[src/include/esc_pkg.sv]
// constants for the execution-sample capture bank: register indices,
// field positions, write masks, reset values and the sampling phases.
// assumes a 64-bit model-specific register port on the core side.

package esc_pkg;

	// ==============================================================
	// register indices on the model-specific register port
	localparam logic [2:0] IDX_CONTROL = 3'h0;
	localparam logic [2:0] IDX_MEMSYS = 3'h1;
	localparam logic [2:0] IDX_DCACHE = 3'h2;
	localparam logic [2:0] IDX_LINEAR = 3'h3;
	localparam logic [2:0] IDX_PHYS = 3'h4;
	localparam logic [2:0] IDX_BRANCH = 3'h5;

	// ==============================================================
	// dcache_sample_info field positions
	localparam int DC_LAT_LSB = 32;
	localparam int DC_PHYS_VALID = 18;
	localparam int DC_LIN_VALID = 17;
	localparam int DC_LOCKED = 15;
	localparam int DC_UNCACHEABLE = 14;
	localparam int DC_WRITE_COMB = 13;
	localparam int DC_MISALIGNED = 8;
	localparam int DC_MISS = 7;
	localparam int DC_TLB_1G = 5;
	localparam int DC_TLB_2M = 4;
	localparam int DC_TLB_MISS = 2;
	localparam int DC_STORE = 1;
	localparam int DC_LOAD = 0;
	localparam logic [63:0] DC_WRITE_MASK = 64'h0000_FFFF_0006_E1B7;

	// ==============================================================
	// op_sample_control field positions
	localparam int CTL_CUR_LSB = 32;
	localparam int CTL_MAX_HI_LSB = 20;
	localparam int CTL_CNT_CTL = 19;
	localparam int CTL_VALID = 18;
	localparam int CTL_ENABLE = 17;
	localparam logic [63:0] CTL_WRITE_MASK = 64'h07FF_FFFF_07FE_FFFF;

	// ==============================================================
	// widths, counter layout and reset values
	localparam int CNT_W = 27;
	localparam int CNT_CMP_LSB = 4;
	localparam int CNT_KEEP_LSB = 7;
	localparam int LAT_W = 16;
	localparam int PHYS_W = 52;
	localparam logic [63:0] RESET_WORD = 64'h0000_0000_0000_0000;
	localparam logic [15:0] LAT_MAX = 16'hFFFF;
	localparam logic [6:0] RND_SEED = 7'h5A;

	// gray-coded sampling phases along idle, count, tagged, publish
	typedef enum logic [1:0] {
		ESC_IDLE = 2'b00,
		ESC_COUNT = 2'b01,
		ESC_TAGGED = 2'b11,
		ESC_PUBLISH = 2'b10
	} esc_phase_e;

endpackage

[src/hw/esc_lfsr.sv]
// free-running pseudo-random source for the interval counter low bits.
// assumes one clock and a synchronous active-low reset.

`timescale 1ns/10ps

module esc_lfsr #(
	parameter int W = 7
) (
	input wire logic ref_clk,
	input wire logic rst_n,
	output logic [W-1:0] rnd_value
);

	typedef struct packed {
		logic [W-1:0] lfsr;
	} esc_lfsr_s;

	esc_lfsr_s st_r;
	esc_lfsr_s st_nxt;

	// x^7 + x^6 + 1; never reaches all-zero because the seed is nonzero
	always_comb begin
		st_nxt = st_r;
		st_nxt.lfsr = {st_r.lfsr[W-2:0], st_r.lfsr[W-1] ^ st_r.lfsr[W-2]};
	end

	// ==============================================================
	// state register
	always_ff @(posedge ref_clk) begin
		if (!rst_n) begin
			st_r.lfsr <= W'(esc_pkg::RND_SEED);
		end else begin
			st_r <= st_nxt;
		end
	end

	assign rnd_value = st_r.lfsr;

endmodule

[src/hw/esc_capture.sv]
// execution-sample capture bank: tags one op, gathers its data-cache,
// address and branch results, and publishes them to software.
// assumes the load/store unit reports each access portion of the tagged
// op and the pipeline reports retire or abort once per tagged op.

`timescale 1ns/10ps

module esc_capture #(
	parameter int RND_W = 7
) (
	input wire logic ref_clk,
	input wire logic rst_n,
	// model-specific register port
	input wire logic msr_rd,
	input wire logic msr_wr,
	input wire logic [2:0] msr_idx,
	input wire logic [63:0] msr_wdata,
	output logic [63:0] msr_rdata,
	// op selection
	input wire logic op_dispatched,
	output logic tag_req,
	// access report from the load/store unit
	input wire logic acc_valid,
	input wire logic acc_upper,
	input wire logic acc_load,
	input wire logic acc_store,
	input wire logic acc_locked,
	input wire logic acc_uncacheable,
	input wire logic acc_write_comb,
	input wire logic acc_misaligned,
	input wire logic acc_dc_miss,
	input wire logic acc_tlb_1g,
	input wire logic acc_tlb_2m,
	input wire logic acc_tlb_miss,
	input wire logic acc_lin_valid,
	input wire logic [63:0] acc_lin_addr,
	input wire logic acc_phys_valid,
	input wire logic [51:0] acc_phys_addr,
	// miss latency markers for the tagged access
	input wire logic lat_miss_detect,
	input wire logic lat_data_deliver,
	// retire or abort of the tagged op
	input wire logic op_retire,
	input wire logic op_abort,
	input wire logic [63:0] br_target,
	input wire logic br_cond_not_taken,
	input wire logic [63:0] br_fallthrough,
	input wire logic [63:0] memsys_data,
	output logic sample_irq
);

	// ==============================================================
	// all state lives in one struct: published registers, the staged
	// copy of the tagged access, the miss timer and the output flops.
	// staging keeps half-finished results away from software, so a read
	// racing the retire never mixes two samples
	typedef struct packed {
		esc_pkg::esc_phase_e phase;
		logic en;
		logic cnt_ctl;
		logic valid;
		logic [22:0] max_cnt;
		logic [26:0] cnt;
		logic [63:0] memsys;
		logic [63:0] dcache;
		logic [63:0] linear;
		logic [63:0] phys;
		logic [63:0] branch;
		logic [63:0] stage_dc;
		logic [63:0] stage_lin;
		logic [63:0] stage_phys;
		logic lat_busy;
		logic [15:0] lat_cnt;
		logic [63:0] rdata;
		logic irq;
		logic tag;
	} esc_state_s;

	esc_state_s st_r;
	esc_state_s st_nxt;
	logic [RND_W-1:0] rnd_value;

	// ==============================================================
	// random source for the abort reload of the low counter bits
	// the source runs freely, so the reload depends on when the abort
	// lands; that is enough to spread the sample points
	esc_lfsr #(
		.W(RND_W)
	) u_rnd (
		.ref_clk(ref_clk),
		.rst_n(rst_n),
		.rnd_value(rnd_value)
	);

	// ==============================================================
	// register read decode; unmapped indices read as zero
	// reads are registered so msr_rdata comes from a flip-flop; the
	// cost is one cycle of read latency
	function automatic logic [63:0] esc_read(
		input logic [2:0] idx,
		input esc_state_s s
	);
		logic [63:0] w;
		w = esc_pkg::RESET_WORD;
		// unused control bits read as zero
		if (idx == esc_pkg::IDX_CONTROL) begin
			w = {5'h00, s.cnt, 5'h00, s.max_cnt[22:16], s.cnt_ctl, s.valid,
				s.en, 1'b0, s.max_cnt[15:0]};
		end else if (idx == esc_pkg::IDX_MEMSYS) begin
			w = s.memsys;
		end else if (idx == esc_pkg::IDX_DCACHE) begin
			w = s.dcache;
		end else if (idx == esc_pkg::IDX_LINEAR) begin
			w = s.linear;
		end else if (idx == esc_pkg::IDX_PHYS) begin
			w = s.phys;
		end else if (idx == esc_pkg::IDX_BRANCH) begin
			w = s.branch;
		end
		return w;
	endfunction

	// ==============================================================
	// fold one access report into a staged cache word
	// reserved bits keep their old value, which is zero after the tag
	function automatic logic [63:0] esc_dc_flags(
		input logic [63:0] old
	);
		logic [63:0] w;
		w = old;
		w[esc_pkg::DC_LOAD] = acc_load;
		w[esc_pkg::DC_STORE] = acc_store;
		w[esc_pkg::DC_LOCKED] = acc_locked;
		w[esc_pkg::DC_UNCACHEABLE] = acc_uncacheable;
		w[esc_pkg::DC_WRITE_COMB] = acc_write_comb;
		w[esc_pkg::DC_MISALIGNED] = acc_misaligned;
		w[esc_pkg::DC_MISS] = acc_dc_miss;
		w[esc_pkg::DC_TLB_1G] = acc_tlb_1g;
		w[esc_pkg::DC_TLB_2M] = acc_tlb_2m;
		w[esc_pkg::DC_TLB_MISS] = acc_tlb_miss;
		w[esc_pkg::DC_LIN_VALID] = acc_lin_valid;
		w[esc_pkg::DC_PHYS_VALID] = acc_phys_valid;
		return w;
	endfunction

	// ==============================================================
	// next-state logic
	always_comb begin
		st_nxt = st_r;
		st_nxt.irq = 1'b0;
		st_nxt.tag = 1'b0;
		st_nxt.rdata = esc_pkg::RESET_WORD;

		// reads answer on the next edge; other cycles show zero
		if (msr_rd) begin
			st_nxt.rdata = esc_read(msr_idx, st_r);
		end

		// software writes first so hardware updates below win a collision
		// write masks keep reserved bits at zero; an unmapped index falls
		// through every branch and changes nothing
		if (msr_wr) begin
			if (msr_idx == esc_pkg::IDX_CONTROL) begin
				st_nxt.en = msr_wdata[esc_pkg::CTL_ENABLE];
				st_nxt.cnt_ctl = msr_wdata[esc_pkg::CTL_CNT_CTL];
				st_nxt.valid = msr_wdata[esc_pkg::CTL_VALID];
				st_nxt.max_cnt = {msr_wdata[26:esc_pkg::CTL_MAX_HI_LSB],
					msr_wdata[15:0]};
				st_nxt.cnt = msr_wdata[58:esc_pkg::CTL_CUR_LSB];
			end else if (msr_idx == esc_pkg::IDX_MEMSYS) begin
				st_nxt.memsys = msr_wdata;
			end else if (msr_idx == esc_pkg::IDX_DCACHE) begin
				st_nxt.dcache = msr_wdata & esc_pkg::DC_WRITE_MASK;
			end else if (msr_idx == esc_pkg::IDX_LINEAR) begin
				st_nxt.linear = msr_wdata;
			end else if (msr_idx == esc_pkg::IDX_PHYS) begin
				st_nxt.phys = {12'h000, msr_wdata[51:0]};
			end else if (msr_idx == esc_pkg::IDX_BRANCH) begin
				st_nxt.branch = msr_wdata;
			end
		end

		// interval counter runs only while sampling with no sample held
		// freezing it keeps the count readable as the point of the sample
		if ((st_r.phase == esc_pkg::ESC_COUNT ||
			st_r.phase == esc_pkg::ESC_TAGGED) && !st_r.valid) begin
			if (!st_r.cnt_ctl || op_dispatched) begin
				st_nxt.cnt = st_r.cnt + 27'h0000001;
			end
		end

		// miss latency: counts from detection until delivery, saturating
		// saturation keeps a very long miss from wrapping to a small value
		if (st_r.lat_busy) begin
			if (st_r.lat_cnt != esc_pkg::LAT_MAX) begin
				st_nxt.lat_cnt = st_r.lat_cnt + 16'h0001;
			end
			if (lat_data_deliver) begin
				st_nxt.lat_busy = 1'b0;
			end
		end

		// ==============================================================
		// sampling phases: idle, count, tagged, publish; an abort drops
		// back to count without touching the published registers
		case (st_r.phase)
		esc_pkg::ESC_IDLE: begin
			// leaves idle only when enabled with no sample pending
			if (st_r.en && !st_r.valid) begin
				st_nxt.phase = esc_pkg::ESC_COUNT;
			end
		end
		esc_pkg::ESC_COUNT: begin
			// a disable or a held sample parks the machine in idle
			if (!st_r.en || st_r.valid) begin
				st_nxt.phase = esc_pkg::ESC_IDLE;
			end else if (st_r.cnt[26:esc_pkg::CNT_CMP_LSB] == st_r.max_cnt)
			begin
				// the next op is tagged; staging starts clean
				st_nxt.tag = 1'b1;
				st_nxt.phase = esc_pkg::ESC_TAGGED;
				st_nxt.stage_dc = esc_pkg::RESET_WORD;
				st_nxt.stage_lin = esc_pkg::RESET_WORD;
				st_nxt.stage_phys = esc_pkg::RESET_WORD;
				st_nxt.lat_busy = 1'b0;
				st_nxt.lat_cnt = 16'h0000;
			end
		end
		esc_pkg::ESC_TAGGED: begin
			// upper portions of a split access are dropped on purpose
			if (acc_valid && !acc_upper) begin
				st_nxt.stage_dc = esc_dc_flags(st_r.stage_dc);
				st_nxt.stage_lin = acc_lin_addr;
				st_nxt.stage_phys = {12'h000, acc_phys_addr};
			end
			// the miss timer only starts for the lower portion
			if (lat_miss_detect && !acc_upper) begin
				st_nxt.lat_busy = 1'b1;
				st_nxt.lat_cnt = 16'h0000;
			end
			if (op_abort) begin
				// no sample; counter restarts from a random low offset
				st_nxt.cnt = 27'(rnd_value);
				st_nxt.lat_busy = 1'b0;
				st_nxt.phase = esc_pkg::ESC_COUNT;
			end else if (op_retire) begin
				// data lands one edge ahead of the valid bit
				st_nxt.dcache = st_nxt.stage_dc;
				// a store has no meaningful latency, so the field reads zero
				if (st_nxt.stage_dc[esc_pkg::DC_STORE]) begin
					st_nxt.dcache[47:esc_pkg::DC_LAT_LSB] = 16'h0000;
				end else begin
					st_nxt.dcache[47:esc_pkg::DC_LAT_LSB] = st_nxt.lat_cnt;
				end
				st_nxt.linear = st_nxt.stage_lin;
				st_nxt.phys = st_nxt.stage_phys;
				st_nxt.memsys = memsys_data;
				if (br_cond_not_taken) begin
					st_nxt.branch = br_fallthrough;
				end else begin
					st_nxt.branch = br_target;
				end
				st_nxt.lat_busy = 1'b0;
				st_nxt.phase = esc_pkg::ESC_PUBLISH;
			end
		end
		esc_pkg::ESC_PUBLISH: begin
			// publish sits one edge behind the data commit, so no register
			// is seen half-updated once valid reads as set
			// set wins over a software clear landing in this cycle
			st_nxt.valid = 1'b1;
			st_nxt.irq = 1'b1;
			st_nxt.cnt = st_r.cnt;
			st_nxt.phase = esc_pkg::ESC_IDLE;
		end
		// unused encodings recover to idle
		default: begin
			st_nxt.phase = esc_pkg::ESC_IDLE;
		end
		endcase
	end

	// ==============================================================
	// state register
	// synchronous reset clears every field to its idle value
	always_ff @(posedge ref_clk) begin
		if (!rst_n) begin
			st_r.phase <= esc_pkg::ESC_IDLE;
			st_r.en <= 1'b0;
			st_r.cnt_ctl <= 1'b0;
			st_r.valid <= 1'b0;
			st_r.max_cnt <= 23'h000000;
			st_r.cnt <= 27'h0000000;
			st_r.memsys <= esc_pkg::RESET_WORD;
			st_r.dcache <= esc_pkg::RESET_WORD;
			st_r.linear <= esc_pkg::RESET_WORD;
			st_r.phys <= esc_pkg::RESET_WORD;
			st_r.branch <= esc_pkg::RESET_WORD;
			st_r.stage_dc <= esc_pkg::RESET_WORD;
			st_r.stage_lin <= esc_pkg::RESET_WORD;
			st_r.stage_phys <= esc_pkg::RESET_WORD;
			st_r.lat_busy <= 1'b0;
			st_r.lat_cnt <= 16'h0000;
			st_r.rdata <= esc_pkg::RESET_WORD;
			st_r.irq <= 1'b0;
			st_r.tag <= 1'b0;
		end else begin
			st_r <= st_nxt;
		end
	end

	// ==============================================================
	// outputs straight from the state register
	// no combinational path from any input reaches a port
	assign msr_rdata = st_r.rdata;
	assign tag_req = st_r.tag;
	assign sample_irq = st_r.irq;

endmodule

[config.mk]
export PLATFORM = sky130hd
export DESIGN_NAME = esc_capture
export DESIGN_NICKNAME = d
export VERILOG_FILES = /design/src/include/esc_pkg.sv /design/src/hw/esc_lfsr.sv /design/src/hw/esc_capture.sv
export SDC_FILE = /design/constraint.sdc
export NUM_CORES = 2
export LEC_CHECK = 0
export BUFFER_PORTS_ARGS = -buffer_cell sky130_fd_sc_hd__buf_2
export CAP_MARGIN = 10
export CORE_ASPECT_RATIO = 1.4
export CORE_MARGIN = 2
export CORE_UTILIZATION = 60
export DETAILED_ROUTE_END_ITERATION = 12
export PLACE_DENSITY = 0.84
export SYNTH_ARGS = -nofsm -noshare
export SYNTH_HDL_FRONTEND = slang
export SYNTH_SLANG_ARGS = --single-unit
[constraint.sdc]
create_clock -name ref_clk -period 5.3 [get_ports ref_clk]
set_clock_uncertainty 0.1 [all_clocks]
set_input_delay 0.795 -clock ref_clk [delete_from_list [all_inputs] [get_ports ref_clk]]
set_output_delay 0.795 -clock ref_clk [all_outputs]
set_load 0.02 [all_outputs]
==> reports/qor.csv <==
stage,metric,value,unit
power_and_ir_drop,power.share.switching,0.246,
placement,place.gp.congestion,0.966,
synthesis,netlist-cell-type-count,68,
critical_path,cp.depth,4,
floorplan,io_pins,465,
routing,wl_per_cell,21.9,µm
global_routing,grt_usage,0.354,
routing,wl_met1,35.1,mm
synthesis,yosysSeqAreaShare,0.423,
synthesis,async_flop_share,0,
routing,wl_met2,44.5,mm
floorplan,dieArea,49500,µm²
cells_and_area,layoutNonFillerInstCount,4180,
run,cap_violations,0,
floorplan,die_w,189,µm
cts,cts.sinks,605,
routing,vias_per_cell,6.48,
critical_path,critPathBufInv,0,
cts,cts_setup_buffers,0,
global_routing,grt_start_max_net_pins,153,
power_and_ir_drop,powerDensity,295,nW/µm²
power_and_ir_drop,clkPwrFrac,0.415,
timing,fin_crit_sh,0.587,
power_and_ir_drop,leakagePower,12.1,nW
timing,slew_headroom,0.0663,
routing,firstDrtPassIters,8,
cts,cts_buffers,55,
critical_path,cp-start-kind,flip-flop,
run_status,status,"complete, no violations",
power_and_ir_drop,internal-power,7.14,mW
timing,max_freq,322,MHz
cts,cts_resized,0,
power_and_ir_drop,switchingPower,2.33,mW
power_and_ir_drop,seqPwrFrac,0.494,
critical_path,cp.required,5.68,ns
routing,vias,27100,
cts,cts.clk_slew.worst_paths,0.07,ns
floorplan,rows,94,
timing,drv_slew,0,
global_routing,grt-ovfl-total,0,
global_routing,grt_pass1_vias,25500,
cts,cts_hold_buffers,0,
timing,whs,0.315,ns
cells_and_area,nNetsFinal,3901,
critical_path,max_stage_delay,0.82,ns
critical_path,worstSetupPathType,flip-flop to flip-flop,
synthesis,synthesis.instances,3335,
synthesis,synth.net_count,3736,
cts,cts_tree,built,
routing,drtIter0Drc,2765,
critical_path,cp_top_family,simple AND/OR/NAND/NOR gates,
global_routing,antenna_found_initial,16,
floorplan,coreArea,47000,µm²
cts,ctsHtreeMaxLevel,2,
synthesis,synth_seq_cells,605,
timing,min_period,3.11,ns
cts,root_buffer,clkbuf_16,
placement,port_buffers,464,
cts,clk_latency,0.60,ns
synthesis,netlist_area,28600,µm²
placement,hpwlAfterDp,58.9,mm
cells_and_area,area_delta_synth_final,12.3,%
routing,drt-total-wl,91.5,mm
routing,route.met3.wl,6.94,mm
power_and_ir_drop,combinationalPowerShare,0.091,
routing,drc_errors,0,
synthesis,synth_top_flop_cell,dfxtp_1,
timing,hold_viol_final,0,
worst_hold_path,min_path_type,primary input to flip-flop,
critical_path,worstPathCellList,nand2_1 -> nor2b_4 -> nand3_1 -> o22ai_1,
timing,finalSetupViolations,0,
placement,dp_cells,4067,
timing,tns,0,ns
critical_path,cp_max_fo,33,
synthesis,ys.warnings.count,0,
global_routing,grt_pass1_wl,142,mm
synthesis,synth-edff-count,0,
floorplan,start_util,0.609,
critical_path,cp_slowest_cell,nand3_1,
routing,drtAntennaViolNets,0,
synthesis,avgSynthCellArea,8.59,µm²
cells_and_area,drive_gt1_frac,0.190,
timing,worst_slew_pin_slew,1.39,ns
cts,cts_buffer_depth,3,
floorplan,die_h,262,µm
worst_hold_path,whs_path_depth,2,
timing,rsz0062_at_grt,false,
power_and_ir_drop,ir_drop,0.000231,V
critical_path,setup.worst_path.end_class,flip-flop,
routing,top_layer_used,met5,
critical_path,reg2regPathDepth,4,
critical_path,crit_arrival,3.49,ns
[area by class of cell]
class	instances	area [µm²]
clock buffers	88	1670
multi-input cells	2278	14600
inverters	59	229
diodes	14	35.0
clock inverters	11	85.1
flip-flops and latches	605	12100
repair buffers	501	2670
well taps	624	781
fillers	3796	14900
[registers in the layout, indices dropped and copies added, names as in the netlist]
signal / cells
tag_req: 1
sample_irq: 1
msr_rdata: 64
u_rnd.rnd_value: 7
st_r: 532
[cell families after synthesis]
family / Yosys count / share of synthesized area
buffers and inverters: 452 / 0.0725
and+or+nand+nor: 1049 / 0.169
xor gates and xnor gates: 35 / 0.0107
DFF: 605 / 0.423
adders and majority gates: 2 / 0.000874
AOI/OAI and AO/OA: 993 / 0.252
muxes: 199 / 0.0724
[Yosys cell counts, types with 30 or more instances]
cell / instances / area [µm²]
a211oi_1: 248 / 1860
nand3_1: 35 / 175
mux2i_1: 135 / 1350
inv_1: 58 / 218
buf_2: 30 / 150
o21ai_0: 139 / 696
a32o_1: 128 / 1280
dfxtp_1: 605 / 12100
nor2_1: 208 / 781
nand2_1: 474 / 1780
clkbuf_1: 258 / 968
nor2b_1: 177 / 1110
a311oi_1: 119 / 1040
a21oi_1: 136 / 681
nor3_1: 32 / 160
o22ai_1: 71 / 444
mux2_2: 64 / 721
xor2_1: 31 / 272
a22oi_1: 68 / 510
and3_1: 34 / 213
buf_4: 65 / 488
[per-stage QoR]
stage | power [mW] | worst slack, ns | cell area [µm²] | util
2_1_floorplan | 5.25 | 2.78 | 28600 | -
3_3_place_gp | 5.61 | 1.71 | 30400 | 0.646
3_5_place_dp | 5.62 | 1.68 | 30400 | 0.646
4_1_cts | 9.46 | 2.13 | 32100 | 0.683
5_1_grt | 9.73 | 1.91 | 32200 | 0.684
6_report | 9.47 | 2.19 | 32200 | 0.684
[per-layer routing]
metal  track usage  vias up
li1              -    12500
met1         0.432    13000
met2         0.603     1364
met3        0.0470      309
met4         0.192        8
met5             0        -
[worst reg2reg max path, delay by kind of cell, from the launching register on]
| family | cells | cell delay, ns |
|---|---|---|
| AOI/OAI and AO/OA | 1 | 0.45 |
| DFF | 1 | 0.59 |
| and+or+nand+nor | 3 | 1.86 |
[power by group through the flow]
stage	clock (mW)	combinational, mW	sequential (mW)
detailed placement	0	0.845	4.78
global route	4.12	0.926	4.68
global placement	0	0.834	4.77
CTS	3.93	0.852	4.67
finish	3.93	0.866	4.68
floorplan	0	0.497	4.75
[path summary, 6_finish.rpt]
path / end / slack, ns / from
setup / recovery: st_r[501] / 2.19 / st_r[649]
hold / removal: st_r[156] / 0.31 / acc_lin_addr[9]
setup reg to reg: st_r[501] / 2.19 / st_r[649]
hold reg to reg: st_r[520] / 0.35 / st_r[520]
[cell usage in the layout (no fill, tap or decap), types with 57 or more instances in the layout]
cell type,synthesis,final
a32o_1,128,128
clkbuf_16,0,57
mux2_2,64,64
nor2b_1,177,173
mux2i_1,135,135
o22ai_1,71,71
nor2_1,208,207
a311oi_1,119,119
a22oi_1,68,68
a211oi_1,248,248
nand2_1,474,473
o21ai_0,139,139
a21oi_1,136,136
dfxtp_1,605,605
buf_2,30,460
inv_1,58,57
Note: power is estimated with default switching activity, not from simulation.
